--- config.mk ---
export PLATFORM = sky130hd
export DESIGN_NAME = return_and_rotate_exec
export DESIGN_NICKNAME = d
export VERILOG_FILES = /design/src/ret_rot_pkg.sv /design/src/ret_rot_if.sv /design/src/ret_rot_decode.sv /design/src/return_and_rotate_exec.sv
export SDC_FILE = /design/constraint.sdc
export NUM_CORES = 1
export LEC_CHECK = 0
export BUFFER_PORTS_ARGS = -buffer_cell sky130_fd_sc_hd__buf_2
export CAP_MARGIN = 25
export CELL_PAD_IN_SITES_DETAIL_PLACEMENT = 2
export CELL_PAD_IN_SITES_GLOBAL_PLACEMENT = 2
export CORE_MARGIN = 2
export CORE_UTILIZATION = 28
export CTS_CLUSTER_DIAMETER = 100
export DETAILED_ROUTE_END_ITERATION = 6
export GPL_ROUTABILITY_DRIVEN = 1
export HOLD_SLACK_MARGIN = 0.05
export PLACE_DENSITY = 0.87
export SYNTH_ARGS = -nofsm -noshare
export SYNTH_HDL_FRONTEND = slang
export SYNTH_SLANG_ARGS = --single-unit
export TNS_END_PERCENT = 50
--- constraint.sdc ---
create_clock -name i_sys_clk -period 4 [get_ports i_sys_clk]
set_input_delay 0.4 -clock i_sys_clk [delete_from_list [all_inputs] [get_ports i_sys_clk]]
set_output_delay 0.4 -clock i_sys_clk [all_outputs]
set_load 0.05 [all_outputs]
--- src/ret_rot_pkg.sv ---
// Shared constants and types for the return and rotate execution block
package ret_rot_pkg;
	localparam int WORD_W   = 8;
	localparam int PC_W     = 13;
	localparam int INSN_W   = 14;
	localparam int FADDR_W  = 7;
	// Opcode patterns of the four handled instructions
	localparam logic [13:0] INTERRUPT_RETURN_OP  = 14'h0009;
	localparam logic [13:0] SUB_RETURN_OP        = 14'h0008;
	localparam logic [5:0]  RETURN_LITERAL_TOP   = 6'h0D;
	localparam logic [5:0]  ROTATE_LEFT_TOP      = 6'h0D;
	localparam logic [1:0]  RETURN_LITERAL_HI    = 2'h3;
	localparam logic [5:0]  ROTATE_LEFT_HI       = 6'h0D;
	// Field positions
	localparam int LIT_LSB     = 0;
	localparam int FADDR_LSB   = 0;
	localparam int DEST_BIT    = 7;
	localparam int OPC_LSB     = 8;
	localparam int LIT_OPC_LSB = 10;
	localparam int GIE_BIT     = 7;
	localparam int MSB_BIT     = 7;
	localparam logic DEST_W    = 1'b0;
	// Instruction cycles for each return
	localparam logic [1:0] RETURN_CYCLES = 2'h2;

	typedef enum logic [1:0] {
		ST_IDLE  = 2'b00,
		ST_FLUSH = 2'b01
	} state_type;

	typedef enum logic [2:0] {
		OP_NONE,
		OP_IRQ_RET,
		OP_LIT_RET,
		OP_SUB_RET,
		OP_ROT_LEFT
	} op_type;
endpackage

--- src/ret_rot_if.sv ---
// Decoded-instruction bundle between the decoder and the execute logic
`timescale 1ns/1ps
interface ret_rot_if;
	ret_rot_pkg::op_type                    op;
	logic [ret_rot_pkg::WORD_W-1:0]         literal;
	logic [ret_rot_pkg::FADDR_W-1:0]        faddr;
	logic                                   dest;
	modport dec (output op, output literal, output faddr, output dest);
	modport exe (input op, input literal, input faddr, input dest);
endinterface

--- src/ret_rot_decode.sv ---
// Opcode decoder for the return and rotate instructions
`timescale 1ns/1ps
module ret_rot_decode (
	input  wire logic [ret_rot_pkg::INSN_W-1:0] i_insn,
	input  wire logic                           i_valid,
	ret_rot_if.dec                              dec
);
	// Classify the opcode word
	function automatic ret_rot_pkg::op_type classify(input logic [ret_rot_pkg::INSN_W-1:0] w);
		if (w == ret_rot_pkg::INTERRUPT_RETURN_OP) begin
			return ret_rot_pkg::OP_IRQ_RET;
		end else if (w == ret_rot_pkg::SUB_RETURN_OP) begin
			return ret_rot_pkg::OP_SUB_RET;
		end else if (w[13:ret_rot_pkg::LIT_OPC_LSB] == {ret_rot_pkg::RETURN_LITERAL_HI, 2'h1}) begin
			return ret_rot_pkg::OP_LIT_RET;
		end else if (w[13:ret_rot_pkg::OPC_LSB] == ret_rot_pkg::ROTATE_LEFT_HI) begin
			return ret_rot_pkg::OP_ROT_LEFT;
		end
		return ret_rot_pkg::OP_NONE;
	endfunction

	// Fields are split unconditionally; op gates their use
	always_comb begin
		dec.op      = i_valid ? classify(i_insn) : ret_rot_pkg::OP_NONE;
		dec.literal = i_insn[ret_rot_pkg::LIT_LSB +: ret_rot_pkg::WORD_W];
		dec.faddr   = i_insn[ret_rot_pkg::FADDR_LSB +: ret_rot_pkg::FADDR_W];
		dec.dest    = i_insn[ret_rot_pkg::DEST_BIT];
	end
endmodule

--- src/return_and_rotate_exec.sv ---
// Execute stage for interrupt return, literal return, subroutine return and rotate left
`timescale 1ns/1ps
// Notes on behaviour
// - Interrupt return pops the stack and loads the popped top into PC.
// - Interrupt return sets global interrupt enable, bit 7; arithmetic flags untouched.
// - Interrupt return is one word and takes two instruction cycles.
// - Literal return writes its 8-bit immediate into the working register.
// - Literal return loads PC from stack top, two cycles, no flags changed.
// - Subroutine return pops into PC over two cycles; W and flags untouched.
// - Rotate left through carry: old carry to bit 0, old bit 7 to carry.
// - Rotate destination bit 0 writes W, 1 writes back to the file register.
module return_and_rotate_exec #(
	parameter int PC_W = ret_rot_pkg::PC_W
) (
	input  wire logic                             i_sys_clk,
	input  wire logic                             i_srst,
	input  wire logic                             i_insn_valid,
	input  wire logic [ret_rot_pkg::INSN_W-1:0]  i_insn,
	input  wire logic [PC_W-1:0]                 i_stack_top,
	input  wire logic [ret_rot_pkg::WORD_W-1:0]  i_file_rdata,
	input  wire logic                             i_carry,
	input  wire logic [ret_rot_pkg::WORD_W-1:0]  i_irq_control_reg,
	output logic                                  o_busy,
	output logic                                  o_stack_pop,
	output logic                                  o_pc_load,
	output logic [PC_W-1:0]                      o_pc_value,
	output logic                                  o_w_we,
	output logic [ret_rot_pkg::WORD_W-1:0]       o_w_data,
	output logic                                  o_file_we,
	output logic [ret_rot_pkg::FADDR_W-1:0]      o_file_addr,
	output logic [ret_rot_pkg::WORD_W-1:0]       o_file_wdata,
	output logic                                  o_carry_we,
	output logic                                  o_carry,
	output logic                                  o_irq_we,
	output logic [ret_rot_pkg::WORD_W-1:0]       o_irq_control_reg
);
	// Decoded fields travel as one bundle from the decoder to the next-value logic
	ret_rot_if dif ();

	// Registered results, each beside its next value
	ret_rot_pkg::state_type state;
	ret_rot_pkg::state_type next_state;
	logic                              stack_pop;
	logic                              next_stack_pop;
	logic                              pc_load;
	logic                              next_pc_load;
	logic [PC_W-1:0]                   pc_value;
	logic [PC_W-1:0]                   next_pc_value;
	logic                              w_we;
	logic                              next_w_we;
	logic [ret_rot_pkg::WORD_W-1:0]   w_data;
	logic [ret_rot_pkg::WORD_W-1:0]   next_w_data;
	logic                              file_we;
	logic                              next_file_we;
	logic [ret_rot_pkg::FADDR_W-1:0]  file_addr;
	logic [ret_rot_pkg::FADDR_W-1:0]  next_file_addr;
	logic [ret_rot_pkg::WORD_W-1:0]   file_wdata;
	logic [ret_rot_pkg::WORD_W-1:0]   next_file_wdata;
	logic                              carry_we;
	logic                              next_carry_we;
	logic                              carry;
	logic                              next_carry;
	logic                              irq_we;
	logic                              next_irq_we;
	logic [ret_rot_pkg::WORD_W-1:0]   irq_reg;
	logic [ret_rot_pkg::WORD_W-1:0]   next_irq_reg;
	// Combinational helpers
	logic [ret_rot_pkg::WORD_W-1:0]   rotated;
	logic                              accept;

	// Decoder sees only accepted words, so a refused word decodes as no operation
	ret_rot_decode u_decode (
		.i_insn  (i_insn),
		.i_valid (accept),
		.dec     (dif.dec)
	);

	// Second cycle of a return is the flush cycle; new words are ignored then
	assign accept = i_insn_valid && (state == ret_rot_pkg::ST_IDLE);

	assign rotated = {i_file_rdata[ret_rot_pkg::MSB_BIT-1:0], i_carry};

	// Next values of the flow group: stack pop, PC load, enable write and the flush state
	always_comb begin
		next_state     = ret_rot_pkg::ST_IDLE;
		next_stack_pop = 1'b0;
		next_pc_load   = 1'b0;
		next_pc_value  = pc_value;
		next_irq_we    = 1'b0;
		next_irq_reg   = irq_reg;
		// The busy cycle decodes as no operation, so the flush state falls back to idle
		case (dif.op)
			ret_rot_pkg::OP_IRQ_RET: begin
				next_stack_pop = 1'b1;
				next_pc_load   = 1'b1;
				next_pc_value  = i_stack_top;
				next_irq_we    = 1'b1;
				// Read-modify-write keeps the other control bits as they stood
				next_irq_reg   = i_irq_control_reg;
				next_irq_reg[ret_rot_pkg::GIE_BIT] = 1'b1;
				next_state     = ret_rot_pkg::ST_FLUSH;
			end
			ret_rot_pkg::OP_LIT_RET: begin
				next_stack_pop = 1'b1;
				next_pc_load   = 1'b1;
				next_pc_value  = i_stack_top;
				next_state     = ret_rot_pkg::ST_FLUSH;
			end
			ret_rot_pkg::OP_SUB_RET: begin
				// pop only, W and flags kept
				next_stack_pop = 1'b1;
				next_pc_load   = 1'b1;
				next_pc_value  = i_stack_top;
				next_state     = ret_rot_pkg::ST_FLUSH;
			end
			default: begin
				next_state = ret_rot_pkg::ST_IDLE;
			end
		endcase
	end

	// Next values of the data group: W, file register and carry write-backs
	always_comb begin
		next_w_we       = 1'b0;
		next_w_data     = w_data;
		next_file_we    = 1'b0;
		next_file_addr  = file_addr;
		next_file_wdata = file_wdata;
		next_carry_we   = 1'b0;
		next_carry      = carry;
		// A refused or unknown word decodes as no operation and writes nothing
		case (dif.op)
			ret_rot_pkg::OP_LIT_RET: begin
				next_w_we   = 1'b1;
				next_w_data = dif.literal;
			end
			ret_rot_pkg::OP_ROT_LEFT: begin
				next_carry_we = 1'b1;
				next_carry    = i_file_rdata[ret_rot_pkg::MSB_BIT];
				if (dif.dest == ret_rot_pkg::DEST_W) begin
					next_w_we   = 1'b1;
					next_w_data = rotated;
				end else begin
					next_file_we    = 1'b1;
					next_file_addr  = dif.faddr;
					next_file_wdata = rotated;
				end
			end
			// Returns other than the literal one leave W, file and carry alone
			default: begin
				next_w_we = 1'b0;
			end
		endcase
	end

	// Flow registers; strobes clear on reset so nothing commits spuriously
	always_ff @(posedge i_sys_clk) begin
		if (i_srst) begin
			state     <= ret_rot_pkg::ST_IDLE;
			stack_pop <= 1'b0;
			pc_load   <= 1'b0;
			pc_value  <= '0;
			irq_we    <= 1'b0;
			irq_reg   <= '0;
		end else begin
			state     <= next_state;
			stack_pop <= next_stack_pop;
			pc_load   <= next_pc_load;
			pc_value  <= next_pc_value;
			irq_we    <= next_irq_we;
			irq_reg   <= next_irq_reg;
		end
	end

	// Data registers; held data means something only under its strobe
	always_ff @(posedge i_sys_clk) begin
		if (i_srst) begin
			w_we       <= 1'b0;
			w_data     <= '0;
			file_we    <= 1'b0;
			file_addr  <= '0;
			file_wdata <= '0;
			carry_we   <= 1'b0;
			carry      <= 1'b0;
		end else begin
			w_we       <= next_w_we;
			w_data     <= next_w_data;
			file_we    <= next_file_we;
			file_addr  <= next_file_addr;
			file_wdata <= next_file_wdata;
			carry_we   <= next_carry_we;
			carry      <= next_carry;
		end
	end

	// busy during the second cycle so fetch inserts a bubble
	assign o_busy            = (state == ret_rot_pkg::ST_FLUSH);
	assign o_stack_pop       = stack_pop;
	assign o_pc_load         = pc_load;
	assign o_pc_value        = pc_value;

	// Data outputs hold between strobes; consumers qualify them with the write enables
	assign o_w_we            = w_we;
	assign o_w_data          = w_data;
	assign o_file_we         = file_we;
	assign o_file_addr       = file_addr;
	assign o_file_wdata      = file_wdata;
	assign o_carry_we        = carry_we;
	assign o_carry           = carry;
	assign o_irq_we          = irq_we;
	assign o_irq_control_reg = irq_reg;
endmodule

=== Yosys cells after proc, flatten, opt, wreduce, memory -nomap -nowiden ===
Cells that the tools add are included.

* Input port bits: 47
* Word-level logic and storage cells: 49
* Output and inout bits: 52
* Register bits: 52

* Bitwise logic cells: 1
* Reduce and logical (&&, ||, !) cells: 7
* Mux-type cells: 19
* Equality and inequality tests: 10

{| class="wikitable"
|+ Operators with widths
! operator !! count
|-
| 14-bit by 4-bit == test with 1-bit output (second input constant) || 2
|-
| 3-bit 2-to-1 mux || 6
|-
| 8-bit case mux with 2 select lines || 1
|-
| 1-bit 2-to-1 mux || 10
|-
| 8-bit 2-to-1 mux || 1
|-
| 3-bit by 2-bit == test with 1-bit output (second input constant) || 2
|-
| 6-bit by 4-bit == test with 1-bit output (second input constant) || 1
|-
| 4-bit == test (second input constant) || 1
|-
| 2-bit AND reduction || 2
|-
| 3-bit by 1-bit == test with 1-bit output (second input constant) || 1
|-
| 3-bit == test (second input constant) || 1
|-
| 3-bit OR reduction || 1
|-
| 2-bit by 1-bit == test with 1-bit output (second input constant) || 1
|-
| 2-bit logical NOT || 1
|-
| 2-bit inequality test (second input constant) || 1
|-
| 1-bit case mux with 2 select lines || 1
|-
| 2-bit nonzero test || 1
|-
| 2-bit OR reduction || 1
|-
| 1-bit logical AND || 1
|-
| 1-bit NOT || 1
|}

=== Logic depth before layout (Yosys ltp) ===
* Depth in word-level cells: 10
* Depth in mapped cells: 6
* Gate-level depth less buffers: 4

=== By module ===
From an unflattened synthesis, not the netlist that was laid out.

* Cell total of the unflattened synthesis: 244
* Area total of the unflattened synthesis: 2135.8 um^2

{| class="wikitable"
|+ By module, submodules not included
! module !! sequential area each (um^2) !! cells an instance !! times used !! area an instance (um^2)
|-
| return_and_rotate_exec || 1001.0 || 218 || 1 || 1924.3
|-
| ret_rot_decode || 0.0 || 26 || 1 || 211.5
|}

=== Least setup slack after synthesis ===
No wires, ideal clock.

* Path kind: register to register
* Start: reg state[0]
* End: reg w_data, in the netlist o_w_data[0]
* Data arrival time: 1.630 ns
* Clock period less this slack: 1.777 ns
* Library setup time: 0.147 ns
* Stages on the path, launching flop included: 6
* Setup slack: 2.223 ns
* Data required time: 3.853 ns
* Buffers on the path: 1
* Cells stage by stage: dfxtp_1 -> and4b_1 -> buf_2 -> nand2_2 -> o21ai_1 -> a311oi_1

* Longest elaborated chain between the ends: 6
* Elaborated cells between the ends (all ways): 9
* Those cells by class: 3 x eq/ne; 2 x mux; 4 x reduce/logical

{| class="wikitable"
|+ RTL lines
! element !! RTL line !! text
|-
| from (decl) || return_and_rotate_exec.sv:41 || <nowiki>ret_rot_pkg::state_type state;</nowiki>
|-
| from (signal assigned) || return_and_rotate_exec.sv:159 || <nowiki>state <= ret_rot_pkg::ST_IDLE;</nowiki>
|-
| from (signal assigned) || return_and_rotate_exec.sv:166 || <nowiki>state <= next_state;</nowiki>
|-
| 2-bit logical NOT (*) || return_and_rotate_exec.sv:79 || <nowiki>assign accept = i_insn_valid && (state == ret_rot_pkg::ST_IDLE);</nowiki>
|-
| 1-bit logical AND (*) || return_and_rotate_exec.sv:79 ||
|-
| 3-bit 2-to-1 mux (*) || ret_rot_decode.sv:24 || <nowiki>dec.op = i_valid ? classify(i_insn) : ret_rot_pkg::OP_NONE;</nowiki>
|-
| 3-bit == test / 3-bit by 2-bit == test with 1-bit output (equally long branches) || return_and_rotate_exec.sv:132 || <nowiki>case (dif.op)</nowiki>
|-
| 2-bit inequality test (no source line) / 2-bit nonzero test (equally long branches) || - ||
|-
| 2-bit AND reduction (no source line) || - ||
|-
| to (signal assigned) || return_and_rotate_exec.sv:187 || <nowiki>w_data <= next_w_data;</nowiki>
|-
| to (decl) || return_and_rotate_exec.sv:51 || <nowiki>logic [ret_rot_pkg::WORD_W-1:0] w_data;</nowiki>
|}

Mark *: on every way between the ends. The rest lies on a longest branch, timed or not.
A chain may end at the register's enable or synchronous reset.

=== Worst setup path in the final report ===
* Start: reg state[0]
* End: reg pc_value[5] (netlist: o_pc_value[5])

* Longest elaborated chain between the ends: 5
* Elaborated cells between the ends (all ways): 7
* Those cells by class: 3 x eq/ne; 1 x mux; 3 x reduce/logical

{| class="wikitable"
|+ RTL lines
! element !! RTL line !! text
|-
| 2-bit logical NOT (*) || return_and_rotate_exec.sv:79 ||
|-
| 1-bit logical AND (*) || return_and_rotate_exec.sv:79 ||
|-
| 3-bit 2-to-1 mux (*) || ret_rot_decode.sv:24 ||
|-
| 3-bit by 2-bit == test with 1-bit output / 3-bit by 1-bit == test with 1-bit output (equally long branches) || return_and_rotate_exec.sv:92 || <nowiki>case (dif.op)</nowiki>
|-
| 3-bit OR reduction (no source line) (*) || - ||
|-
| to (signal assigned) || return_and_rotate_exec.sv:169 || <nowiki>pc_value <= next_pc_value;</nowiki>
|-
| to (decl) || return_and_rotate_exec.sv:47 || <nowiki>logic [PC_W-1:0] pc_value;</nowiki>
|}

Marks and branches as above.

==> flow_summary.yaml <==
logic_synthesis:
  syn_inst: 223
  synth_common_cells: "50 x dfxtp_1, 21 x nor2_1, 20 x o21ai_0, 15 x mux2i_1, 14 x nand4b_1"
  ys.flop_type: "dfxtp_1"
  yosys_warnings: 0
  synth-seq-cells: 50
  synth_area_per_cell_um2: 9.38
  synth_top_area_share_pct: 47.9
  synth_edf_count: 0
  ys_types: 32
  synthesis.area_um2: 2090
  yosysMostFrequentCell: "dfxtp_1"
  postSynthNetCount: 270
  ys_async_sr_fraction_pct: 0
  yosys-top-cells-area: "dfxtp_1 48%, mux2i_1 7.2%, nand4b_1 5.9%"
  yosys.area.top_type: "dfxtp_1"
  yosysSeqAreaShare_pct: 47.9
route:
  drc: 0
  drt-pass1-iter-count: 4
  drt_iter0_drc: 55
  vias_per_cell: 4.99
  drtAntennaViolNets: 0
  wirelength_um: 7030
  vias: 2050
  wl_per_cell_um: 17.1
global_route:
  grt_pass1_vias: 2148
  grt-ovfl-total: 0
  grt_pass1_wl_um: 11300
  grtUsageTotal_pct: 17.2
  antenna_found_initial: 0
  grt_max_degree: 64
cts:
  clk_pin_slew_ns: 0.10
  clock-root-buffer: "clkbuf_8"
  cts_buffers: 5
  h-tree-depth: 2
  cts.sinks: 50
  insertion_delay_ns: 0.31
  cts_buffer_depth: 2
  holdBufCountCts: 0
  post_cts_resized: 0
  cts_tree: "built"
  cts_setup_buffers: 0
flow_run:
  max-cap-violations: 0
sta:
  relSlewSlack_pct: 45.4
  final_max_slew_viol_count: 0
  tns_ns: 0
  whs_ns: 0.342
  min_period_ns: 2.33
  worst_pin_slew_ns: 0.816
  rsz0062_at_grt: "false"
  timing_hold_violations_final: 0
  setup_viol: 0
  skew_ns: 0.00844
  min_period_over_period_pct: 58.3
  max_freq_mhz: 429
  fin_ws_ns: 1.67
placement:
  portBuffers: 97
  place_congestion: 0.749
  placed_area_um2: 2630
  dp_cells: 402
  pre_cts_slack_ns: 1.53
  dpl.hpwl_um: 5090
floorplan:
  boundaryPins: 99
  die_w_um: 90.4
  row_count: 31
  die_h_um: 90.4
  core-area_um2: 7250
  dieArea_um2: 8170
  initial_core_util_pct: 28.8
setup_path:
  setup.worst_path.end_class: "register"
  worstSetupPathType: "reg -> reg"
  cp_max_fo: 12
  cp.arrival_ns: 2.56
  critPathLaunchType: "register"
  cp_data_required_time_ns: 4.23
power:
  pwr_density_cell_nw_per_um2: 333
  seqPwrFrac_pct: 55.2
  internal_power_uw: 664
  irDropWorstVdd_v: 0.000138
  p_total_uw: 914
  power_frac_clock_pct: 34.0
  p_sw_share_pct: 27.3
  total_leakage_power_nw: 1.31
  comb_power_share_pct: 10.8
  power_switching_uw: 249
finish:
  drive_gt1_share_pct: 37.2
  fin_cells: 411
  synthToLayoutAreaGrowth_pct: 31.2
  final_nets: 358
  multi_input_area_um2: 992
  fillers: 872
  diodes: 0
  largest_reg_flops: 13
  design_area_um2: 2740
  fin_util_pct: 37.8
  register_area_um2: 1000
run_status:
  status: "finished, final reports clean"
min_path:
  hp-class: "in -> reg"
==> cell usage in the layout, fill, tap and decap left out, types with 8 or more instances in the layout <==
cell and count:
a21oi_1 11, buf_2 97, dfxtp_1 50, mux2i_1 15, nand2_1 8, nand2b_1 13, nand3_1 8, nand4_1 9
nand4b_1 14, nor2_1 21, nor3_1 9, o21ai_0 20
==> layer usage <==
metal	vias up	wire length (µm)	track usage, %
met1	999	3080	21.0
li1	988	-	-
met2	58	3500	30.5
met3	5	370	3.92
met5	-	0	0
met4	0	80	4.62
==> path summary, 6_finish.rpt <==
check	start	endpoint	slack, ns	cells after the start
setup reg to reg	state[0]	o_pc_value[5]	1.67	5
setup / recovery	state[0]	o_pc_value[5]	1.67	5
hold / removal	i_stack_top[6]	o_pc_value[6]	0.34	3
hold reg to reg	o_irq_control_reg[1]	o_irq_control_reg[1]	0.48	2
==> cell families after synthesis <==
group / count (synthesis) / synth area share [%]
muxes: 15 / 7.18
buffers and inverters: 21 / 4.67
AOI/OAI and AO/OA: 41 / 11.3
DFF: 50 / 47.9
and+or+nand+nor: 96 / 29.0
==> power by group through the flow <==
| stage | Sequential [mW] | Combinational (mW) | Clock [mW] |
|---|---|---|---|
| after CTS | 0.505 | 0.0975 | 0.322 |
| after detailed placement | 0.516 | 0.0967 | 0 |
| after global routing | 0.506 | 0.107 | 0.346 |
| after floorplan | 0.533 | 0.0350 | 0 |
| final | 0.505 | 0.0982 | 0.311 |
| after global placement | 0.516 | 0.0939 | 0 |
==> layout make-up <==
cell class,count,share of cell area [%]
Clock buffer,5,2.51
Sequential cell,50,36.5
Tap cell,99,4.52
Clock inverter,3,0.912
Multi-Input combinational cell,152,36.2
Timing Repair Buffer,101,19.3
Inverter,1,0.137
==> critical path: stages, from the launching register on <==
cell and delay [ns]:
dfxtp_1 0.37, nor3b_2 0.68, and4_1 0.54, a21oi_1 0.20, buf_4 0.27, o21ai_0 0.19
Power figures use the tool's default switching activity.
